### config.mk
export PLATFORM = sky130hd
export DESIGN_NAME = sdir_serial_dac_regs
export DESIGN_NICKNAME = d
export VERILOG_FILES = /design/src/sdir_pkg.sv /design/src/sdir_serial_dac_regs.sv
export SDC_FILE = /design/constraint.sdc
export NUM_CORES = 1
export LEC_CHECK = 0
export ABC_AREA = 1
export BUFFER_PORTS_ARGS = -buffer_cell sky130_fd_sc_hd__buf_2
export CAP_MARGIN = 20
export CORE_MARGIN = 2
export CORE_UTILIZATION = 47
export DETAILED_ROUTE_END_ITERATION = 10
export PLACE_DENSITY_LB_ADDON = 0.2
export SKIP_LAST_GASP = 1
export SLEW_MARGIN = 10
export SYNTH_ARGS = -nofsm -noshare
export SYNTH_HDL_FRONTEND = slang
export SYNTH_SLANG_ARGS = --single-unit
### constraint.sdc
create_clock -name core_clk -period 1.4 [get_ports core_clk]
set_clock_uncertainty 0.15 [all_clocks]
set_input_delay 0 -clock core_clk [delete_from_list [all_inputs] [get_ports core_clk]]
set_output_delay 0 -clock core_clk [all_outputs]
set_load 0.005 [all_outputs]
### src/sdir_pkg.sv
package sdir_pkg;

    localparam int SDIR_WORD_W = 12;
    localparam int SDIR_MAG_W = 11;
    localparam int SDIR_PIN_N = 8;

    // positions of the pins in the sampled pin vector
    localparam int SDIR_PIN_DATA = 0;
    localparam int SDIR_PIN_RISE_A = 1;
    localparam int SDIR_PIN_RISE_B = 2;
    localparam int SDIR_PIN_FALL_N = 3;
    localparam int SDIR_PIN_RISE_C = 4;
    localparam int SDIR_PIN_LOAD_A_N = 5;
    localparam int SDIR_PIN_LOAD_B_N = 6;
    localparam int SDIR_PIN_ZERO_N = 7;

    // idle level of every pin: strobes inactive, loads high, clear high
    localparam logic [7:0] SDIR_PIN_IDLE = 8'hE8;

    // register map, byte addresses on the slave port
    localparam int SDIR_ADDR_W = 4;
    localparam logic [3:0] SDIR_ADDR_CTRL = 4'h0;
    localparam logic [3:0] SDIR_ADDR_SHIFT = 4'h4;
    localparam logic [3:0] SDIR_ADDR_CODE = 4'h8;
    localparam logic [3:0] SDIR_ADDR_STATUS = 4'hC;

    // control bits
    localparam int SDIR_CTRL_SHIFT_EN = 0;
    localparam int SDIR_CTRL_LOAD_EN = 1;
    localparam logic [1:0] SDIR_CTRL_RESET = 2'h3;

    // status bits; 0 and 1 are write-one-to-clear, 2 and 3 live
    localparam int SDIR_ST_CONFLICT = 0;
    localparam int SDIR_ST_EARLY_LOAD = 1;
    localparam int SDIR_ST_CLEAR_LOW = 2;
    localparam int SDIR_ST_STALLED = 3;

    // shift register readback: fill count field position
    localparam int SDIR_SHIFT_COUNT_LSB = 16;
    localparam logic [3:0] SDIR_FULL_COUNT = 4'hC;

    typedef struct packed {
        logic [11:0] code;
        logic polarity;
        logic [10:0] magnitude;
    } sdir_dac_t;

    localparam sdir_dac_t SDIR_DAC_ZERO = 24'h000000;

    typedef struct packed {
        logic [11:0] data;
        logic valid;
    } sdir_word_t;

endpackage

### src/sdir_serial_dac_regs.sv
`timescale 1ns/1ps
`default_nettype none
module sdir_serial_dac_regs (
    input wire logic core_clk,
    input wire logic rst_n,
    input wire logic serial_bit_in,
    input wire logic shift_strobe_rise_a,
    input wire logic shift_strobe_rise_b,
    input wire logic shift_strobe_fall_n,
    input wire logic shift_strobe_rise_c,
    input wire logic transfer_enable_a_n,
    input wire logic transfer_enable_b_n,
    input wire logic input_reg_zero_n,
    input wire logic [3:0] avs_address,
    input wire logic avs_read,
    input wire logic avs_write,
    input wire logic [31:0] avs_writedata,
    input wire logic [3:0] avs_byteenable,
    output logic [31:0] avs_readdata,
    output logic avs_waitrequest,
    output logic [11:0] dac_code,
    output logic dac_polarity,
    output logic [10:0] dac_magnitude,
    output logic [11:0] code_out_data,
    output logic code_out_valid,
    input wire logic code_out_ready
);

    typedef struct packed {
        logic [7:0] sync1;
        logic [7:0] sync2;
        logic [7:0] prev;
        logic [11:0] shift_reg;
        logic [3:0] fill;
        logic load_seen;
        logic shift_en;
        logic load_en;
        logic conflict;
        logic early_load;
        logic stalled;
        logic bus_wait;
        logic [31:0] readdata;
        sdir_pkg::sdir_word_t head;
        sdir_pkg::sdir_word_t skid;
    } sdir_state_t;

    sdir_state_t s;
    sdir_state_t next_s;
    sdir_pkg::sdir_dac_t dac;
    sdir_pkg::sdir_dac_t next_dac;

    logic [7:0] pins_raw;
    logic [7:0] cur;
    logic [7:0] rise;
    logic [7:0] fall;
    logic hit_a;
    logic hit_b;
    logic hit_c;
    logic hit_f;
    logic shift_hit;
    logic any_edge;
    logic load_lvl;
    logic load_go;
    logic clr_rst_n;

    assign pins_raw = {input_reg_zero_n, transfer_enable_b_n, transfer_enable_a_n,
                       shift_strobe_rise_c, shift_strobe_fall_n, shift_strobe_rise_b,
                       shift_strobe_rise_a, serial_bit_in};

    // only the second stage and the edge history are ever looked at
    assign cur = s.sync2;
    assign rise = s.sync2 & ~s.prev;
    assign fall = ~s.sync2 & s.prev;

    // true when every strobe other than the one at idx is at its idle level
    function automatic logic sdir_others_idle(input logic [7:0] lvl, input int idx);
        logic ok;
        ok = 1'b1;
        for (int i = sdir_pkg::SDIR_PIN_RISE_A; i <= sdir_pkg::SDIR_PIN_RISE_C; i++) begin
            if (i != idx && lvl[i] != sdir_pkg::SDIR_PIN_IDLE[i]) begin
                ok = 1'b0;
            end
        end
        return ok;
    endfunction

    assign hit_a = rise[sdir_pkg::SDIR_PIN_RISE_A]
                   && sdir_others_idle(cur, sdir_pkg::SDIR_PIN_RISE_A);
    assign hit_b = rise[sdir_pkg::SDIR_PIN_RISE_B]
                   && sdir_others_idle(cur, sdir_pkg::SDIR_PIN_RISE_B);
    assign hit_c = rise[sdir_pkg::SDIR_PIN_RISE_C]
                   && sdir_others_idle(cur, sdir_pkg::SDIR_PIN_RISE_C);
    assign hit_f = fall[sdir_pkg::SDIR_PIN_FALL_N]
                   && sdir_others_idle(cur, sdir_pkg::SDIR_PIN_FALL_N);
    assign shift_hit = (hit_a || hit_b || hit_c || hit_f) && s.shift_en;
    assign any_edge = rise[sdir_pkg::SDIR_PIN_RISE_A] || rise[sdir_pkg::SDIR_PIN_RISE_B]
                      || rise[sdir_pkg::SDIR_PIN_RISE_C] || fall[sdir_pkg::SDIR_PIN_FALL_N];

    // clear is also sampled so a pending load is not pushed while it is low
    assign load_lvl = !cur[sdir_pkg::SDIR_PIN_LOAD_A_N] && !cur[sdir_pkg::SDIR_PIN_LOAD_B_N]
                      && cur[sdir_pkg::SDIR_PIN_ZERO_N] && s.load_en;
    // a new load waits while the output buffer is full, so no word is dropped
    assign load_go = load_lvl && !s.load_seen && !s.skid.valid;

    always_comb begin
        next_s = s;
        next_dac = dac;
        next_s.sync1 = pins_raw;
        next_s.sync2 = s.sync1;
        next_s.prev = s.sync2;

        if (shift_hit) begin
            next_s.shift_reg = {s.shift_reg[10:0], cur[sdir_pkg::SDIR_PIN_DATA]};
            if (s.fill != sdir_pkg::SDIR_FULL_COUNT) begin
                next_s.fill = s.fill + 4'h1;
            end
        end

        if (!load_lvl) begin
            next_s.load_seen = 1'b0;
            next_s.stalled = 1'b0;
        end else if (load_go) begin
            next_s.load_seen = 1'b1;
            next_s.stalled = 1'b0;
            next_s.fill = 4'h0;
            next_dac.code = s.shift_reg;
        end else if (s.load_seen) begin
            // loads held low keep the register transparent, as on the pins
            next_dac.code = s.shift_reg;
        end else begin
            next_s.stalled = 1'b1;
        end
        next_dac.polarity = next_dac.code[11];
        next_dac.magnitude = next_dac.code[10:0];

        // two-entry skid buffer between transfers and the code stream
        if (s.head.valid && !code_out_ready) begin
            if (load_go) begin
                next_s.skid.data = s.shift_reg;
                next_s.skid.valid = 1'b1;
            end
        end else if (s.skid.valid) begin
            next_s.head = s.skid;
            next_s.skid.valid = 1'b0;
        end else begin
            next_s.head.data = s.shift_reg;
            next_s.head.valid = load_go;
        end

        // bus: one wait cycle, then the answer; writes land on the acked edge
        next_s.bus_wait = !((avs_read || avs_write) && s.bus_wait);
        if (avs_read && s.bus_wait) begin
            unique case (avs_address)
                sdir_pkg::SDIR_ADDR_CTRL: begin
                    next_s.readdata = {30'h00000000, s.load_en, s.shift_en};
                end
                sdir_pkg::SDIR_ADDR_SHIFT: begin
                    next_s.readdata = {12'h000, s.fill, 4'h0, s.shift_reg};
                end
                sdir_pkg::SDIR_ADDR_CODE: begin
                    next_s.readdata = {20'h00000, dac.code};
                end
                sdir_pkg::SDIR_ADDR_STATUS: begin
                    next_s.readdata = {28'h0000000, s.stalled, !cur[sdir_pkg::SDIR_PIN_ZERO_N],
                                       s.early_load, s.conflict};
                end
                default: begin
                    next_s.readdata = 32'h00000000;
                end
            endcase
        end

        if (avs_write && !s.bus_wait && avs_byteenable[0]) begin
            if (avs_address == sdir_pkg::SDIR_ADDR_CTRL) begin
                next_s.shift_en = avs_writedata[sdir_pkg::SDIR_CTRL_SHIFT_EN];
                next_s.load_en = avs_writedata[sdir_pkg::SDIR_CTRL_LOAD_EN];
            end
            if (avs_address == sdir_pkg::SDIR_ADDR_STATUS) begin
                if (avs_writedata[sdir_pkg::SDIR_ST_CONFLICT]) begin
                    next_s.conflict = 1'b0;
                end
                if (avs_writedata[sdir_pkg::SDIR_ST_EARLY_LOAD]) begin
                    next_s.early_load = 1'b0;
                end
            end
        end
        // hardware sets after the clear so a same-cycle event survives
        if (any_edge && !(hit_a || hit_b || hit_c || hit_f)) begin
            next_s.conflict = 1'b1;
        end
        if (load_go && s.fill != sdir_pkg::SDIR_FULL_COUNT) begin
            next_s.early_load = 1'b1;
        end
    end

    always_ff @(posedge core_clk or negedge rst_n) begin
        if (!rst_n) begin
            s <= '{sync1: sdir_pkg::SDIR_PIN_IDLE, sync2: sdir_pkg::SDIR_PIN_IDLE,
                   prev: sdir_pkg::SDIR_PIN_IDLE, shift_reg: 12'h000, fill: 4'h0,
                   load_seen: 1'b0, shift_en: sdir_pkg::SDIR_CTRL_RESET[0],
                   load_en: sdir_pkg::SDIR_CTRL_RESET[1], conflict: 1'b0,
                   early_load: 1'b0, stalled: 1'b0, bus_wait: 1'b1,
                   readdata: 32'h00000000, head: 13'h0000, skid: 13'h0000};
        end else begin
            s <= next_s;
        end
    end

    // the clear pin acts straight on these flops; a glitch on it only zeroes the code
    assign clr_rst_n = rst_n && input_reg_zero_n;

    always_ff @(posedge core_clk or negedge clr_rst_n) begin
        if (!clr_rst_n) begin
            dac <= sdir_pkg::SDIR_DAC_ZERO;
        end else begin
            dac <= next_dac;
        end
    end

    assign avs_readdata = s.readdata;
    assign avs_waitrequest = s.bus_wait;
    assign dac_code = dac.code;
    assign dac_polarity = dac.polarity;
    assign dac_magnitude = dac.magnitude;
    assign code_out_data = s.head.data;
    assign code_out_valid = s.head.valid;
endmodule
`default_nettype wire

Word level (Yosys, flattened, before mapping) --
Cells that the tools add are included.
Storage, ports and cells: register bits after elaboration 126, latch bits 0, RAM bits 0, bits in read-only memories 0, input port bits 53, output and inout bits 70, word-level logic and storage cells 107, memories kept 0
Cells by class: add/subtract/negate cells 1, multipliers 0, div/mod/pow operators 0, magnitude comparators 0, equality and inequality tests 7, shift-type cells 0, multiplexer cells 30, bitwise operators 4, reduce and logical (&&, ||, !) cells 45
Operator list (number):
- 20-bit one-hot mux with 4 select lines | 1
- 12-bit two-way mux | 3
- 1-bit two-way mux | 19
- 1-bit logical AND | 18
- 13-bit two-way mux | 1
- 4-bit two-way mux | 3
- 2-bit nonzero test | 6
- 1-bit logical NOT | 9
- 4-bit equality test (second input constant) | 2
- 1-bit logical OR | 7
- 3-bit AND reduction | 2
- 5-bit bitwise AND | 1
- 5-bit two-way mux | 1
- 5-bit inverter | 1
- 4-bit by 1-bit adder with 4-bit output (second input constant) | 1
- 4-bit bitwise AND | 1
- 4-bit by 3-bit equality test with 1-bit output (second input constant) | 1
- 4-bit logical NOT | 1
- 2-bit two-way mux | 2
- 4-bit inequality test (second input constant) | 1
- 4-bit inverter | 1
- 2-bit AND reduction | 2
- 3-bit by 2-bit inequality test with 1-bit output (second input constant) | 1
- 2-bit by 1-bit inequality test with 1-bit output (second input constant) | 1
- 2-bit inequality test (second input constant) | 1

Longest topological paths before layout --
depth after elaboration 11, depth in mapped cells 9, depth with buffers taken out 8

Worst setup path after synthesis --
OpenSTA, ideal clock, no wires.
path type register -> register, start register s[62] in the netlist's numbering, end register s[10] in the netlist's numbering, library setup time 0.118 ns, arrival time 1.213 ns, data required time 1.132 ns, setup slack -0.081 ns, cell stages (with the launch flop) 7, buffers on the path 1, period minus slack after synthesis 1.481 ns, cells stage by stage dfstp_2 -> nand3_2 -> nor3_4 -> nand2_4 -> buf_6 -> nand2_1 -> o21ai_2
On the way: longest elaborated chain between the ends 4
Ends and longest elaborated chain:
- start: declaration | RTL line sdir_serial_dac_regs.sv:47 | sdir_state_t s;
- start signal: assignment | RTL line sdir_serial_dac_regs.sv:198 | s <= '{sync1: sdir_pkg::SDIR_PIN_IDLE, sync2: sdir_pkg::SDIR_PIN_IDLE,
- start signal: assignment | RTL line sdir_serial_dac_regs.sv:205 | s <= next_s;
- 1-bit logical AND | RTL line sdir_serial_dac_regs.sv:101 | && cur[sdir_pkg::SDIR_PIN_ZERO_N] && s.load_en;
- 1-bit logical AND (2 in series) | RTL line sdir_serial_dac_regs.sv:103 | assign load_go = load_lvl && !s.load_seen && !s.skid.valid;
- 2-bit AND reduction (no source line)
No other way between the ends. A chain may end at the register's enable or synchronous reset.

==> flow_summary_export.csv <==
group,metric,value,unit
floorplan,ios,123,
floorplan,die_y,101,um
detailed_routing,drtPass1Iterations,5,
finish,final_cell_mix,"nand2_1 (113), dfrtp_1 (84), buf_2 (72)",
floorplan,rows,35,
floorplan,coreArea,9200,um2
sta,report.final.slew_viol_count,0,
yosys,synth_area,4420,um2
floorplan,die-area,10200,um2
detailed_routing,vias,3344,
detailed_routing,viasPerCell,4.90,
sta,final_hold_viol_count,0,
sta,timing.final.ws_setup,-0.125,ns
detailed_routing,drc_errors,0,
power_and_ir_drop,clkPwrFrac,29.6,%
placement,place.gp.congestion,0.799,
power_and_ir_drop,p_sw,1.78,mW
finish,multi_input_area,1600,um2
run_status,violations,"negative setup slack",
finish,final_common_cell,"nand2_1",
global_routing,grt_usage,19.8,%
finish,postLayoutCellArea,5420,um2
clock_network,clk_pin_slew,0.09,ns
floorplan,initial_core_util,48.1,%
detailed_routing,wl_per_cell,14.0,um
global_routing,antenna_found_initial,0,
finish,drive_gt1_share,35.1,%
clock_network,cts_made_buffers,9,
yosys,synth_top_area_cell,"dfrtp_1",
setup_path,critPathKind,"reg -> reg",
placement,place_ws,-0.120,ns
power_and_ir_drop,cellLeakagePower,2.71,nW
placement,dp_hpwl,6.12,mm
yosys,syn-instance-count,482,
power_and_ir_drop,powerDensity,1130,nW/um2
placement,portBuffers,73,
clock_network,clockBufferDepth,2,
clock_network,clk_latency,0.35,ns
global_routing,grt_pass1_vias,3164,
yosys,synthDistinctLibCells,28,
finish,final_util,58.9,%
setup_path,cp-start-kind,"flop",
setup_path,crit_fanout,8,
clock_network,cts_root_buf,"clkbuf_8",
finish,fill_cells,801,
finish,diodes,0,
setup_path,crit_arrival,1.65,ns
placement,post-place-cells,633,
power_and_ir_drop,ir_worst_vdd,0.662,mV
yosys,synth_area_leaders,"dfrtp_1 (48%), nand2_1 (11%), buf_4 (9.7%), dfstp_2 (7.1%), o21ai_0 (4.6%)",
run_status,status,"finished with violations",
yosys,ys_ff_latch,97,
hold_path,hold_class,"in -> reg",
yosys,synth_top_cell_area_share,48.1,%
global_routing,grt_pass1_wl,15.7,mm
sta,fin_crit_sh,109,%
setup_path,end_kind,"flop",
yosys,synth.avg_cell_area,9.17,um2
flow_run,maxCapViolations,0,
finish,syn2layout_area_growth,22.6,%
power_and_ir_drop,comb_power_share,16.8,%
setup_path,critical_path_required,1.52,ns
finish,fin_nets,622,
finish,layout.cells.non_filler,683,
detailed_routing,wl,9.56,mm
sta,clock.fmax,656,MHz
sta,setup_violations,42,
yosys,ys_warn_count,0,
detailed_routing,ant_nets,0,
power_and_ir_drop,p_seq_share,53.7,%
power_and_ir_drop,swShare,29.1,%
placement,postPlaceCellArea,4670,um2
finish,seq_area,2440,um2
global_routing,grt_max_degree,86,
floorplan,die_x,101,um
global_routing,overflow,0,
clock_network,cts_sinks,97,
yosys,ys_seq_area_share,55.2,%
power_and_ir_drop,intPower,4.34,mW
sta,rsz0062_at_grt,"yes",
clock_network,cts_max_level,3,
sta,fin_crit,1.52,ns
sta,fin_tns_setup,-3.72,ns
clock_network,cts_tree,"yes",
detailed_routing,drt_first_iter_violations,130,
## sequential cells by signal, indices dropped and copies added (netlist names)
| register | flops |
|---|---|
| s | 39 |
| code_out_data | 12 |
| avs_waitrequest | 1 |
| code_out_valid | 1 |
| next_s | 8 |
| dac_code | 2 |
| cur | 8 |
| avs_readdata | 16 |
| dac_magnitude | 10 |
## layout make-up
type	count	area share [%]
Sequential cell	97	45.1
Multi-Input combinational cell	295	29.5
Timing Repair Buffer	125	16.3
Inverter	39	2.93
Tap cell	111	2.56
Clock buffer	10	2.35
Clock inverter	6	1.27
## timing repair
item	CTS	global route
gates cloned	5	0
setup endpoints to repair	41	74
setup buffers	5	7
hold buffers	18	0
gates resized for setup	38	34
endpoints found under the hold margin	139	0
pin swaps	7	8
## power by group through the flow
stage | logic (mW) | registers [mW] | clock network, mW
after floorplan | 0.616 | 3.25 | 0
after global placement | 0.856 | 3.30 | 0
after detailed placement | 0.872 | 3.31 | 0
after CTS | 0.979 | 3.27 | 1.86
after global routing | 1.15 | 3.31 | 2.00
final | 1.03 | 3.29 | 1.81
## Yosys cell counts
cell	n
nand2_1	131
dfrtp_1	85
buf_4	57
o21ai_0	41
inv_1	38
a21oi_1	32
nor2_1	23
nand3_1	14
dfstp_2	12
o21ai_2	12
buf_2	7
buf_6	4
nand4_1	4
nand2_4	3
clkbuf_1	2
ha_1	2
nor2_2	2
nor3_1	2
o31ai_1	2
buf_1	1
conb_1	1
inv_2	1
nand3_2	1
nor2_4	1
nor3_4	1
o211ai_1	1
o21ai_4	1
xor2_1	1
## metal layers
metal  wire (um)  track usage [%]  vias to the layer above
met5           0                0                        -
met2        4580             30.8                       96
met3         474             3.74                        2
li1            -                -                     1659
met4          38             4.68                        0
met1        4460             29.0                     1587
## path summary, 6_finish.rpt
| kind | cells past startpoint | slack, ns | start | to |
|---|---|---|---|---|
| max in group asynchronous | 4 | 0.63 | rst_n | dac_magnitude[2] |
| max reg2reg | 7 | -0.12 | cur[3] | s[66] |
| max | 7 | -0.12 | cur[3] | s[66] |
| min in group asynchronous | 3 | 0.07 | rst_n | next_s[91] |
| min | 6 | 0.02 | avs_address[0] | avs_readdata[0] |
| min reg2reg | 0 | 0.21 | next_s[89] | cur[0] |
## worst max-delay path, stage by stage, from the launching register on
cell,delay [ns]
dfstp_2,0.57
nor2_2,0.04
nor2_1,0.12
nand2_2,0.09
nand2_4,0.10
buf_8,0.15
nand3_1,0.08
a21oi_1,0.16
## kinds of logic after synthesis
family                     synth area share, %
and+or+nand+nor                           17.3
AOI/OAI and AO/OA                         11.5
DFF                                       55.2
adders and majority gates                0.566
other                                   0.0848
buffers and inverters                     15.1
xor gates and xnor gates                 0.198
## per-stage QoR
| step | power, mW | hold slack [ns] |
|---|---|---|
| finish | 6.12 | 0.0236 |
| global route | 6.47 | 0.0736 |
| CTS | 6.11 | 0.0225 |
| detailed placement | 4.18 | -0.0568 |
| global placement | 4.16 | -0.0606 |
| floorplan | 3.86 | -0.446 |
Note: power is estimated with default switching activity, not from simulation.
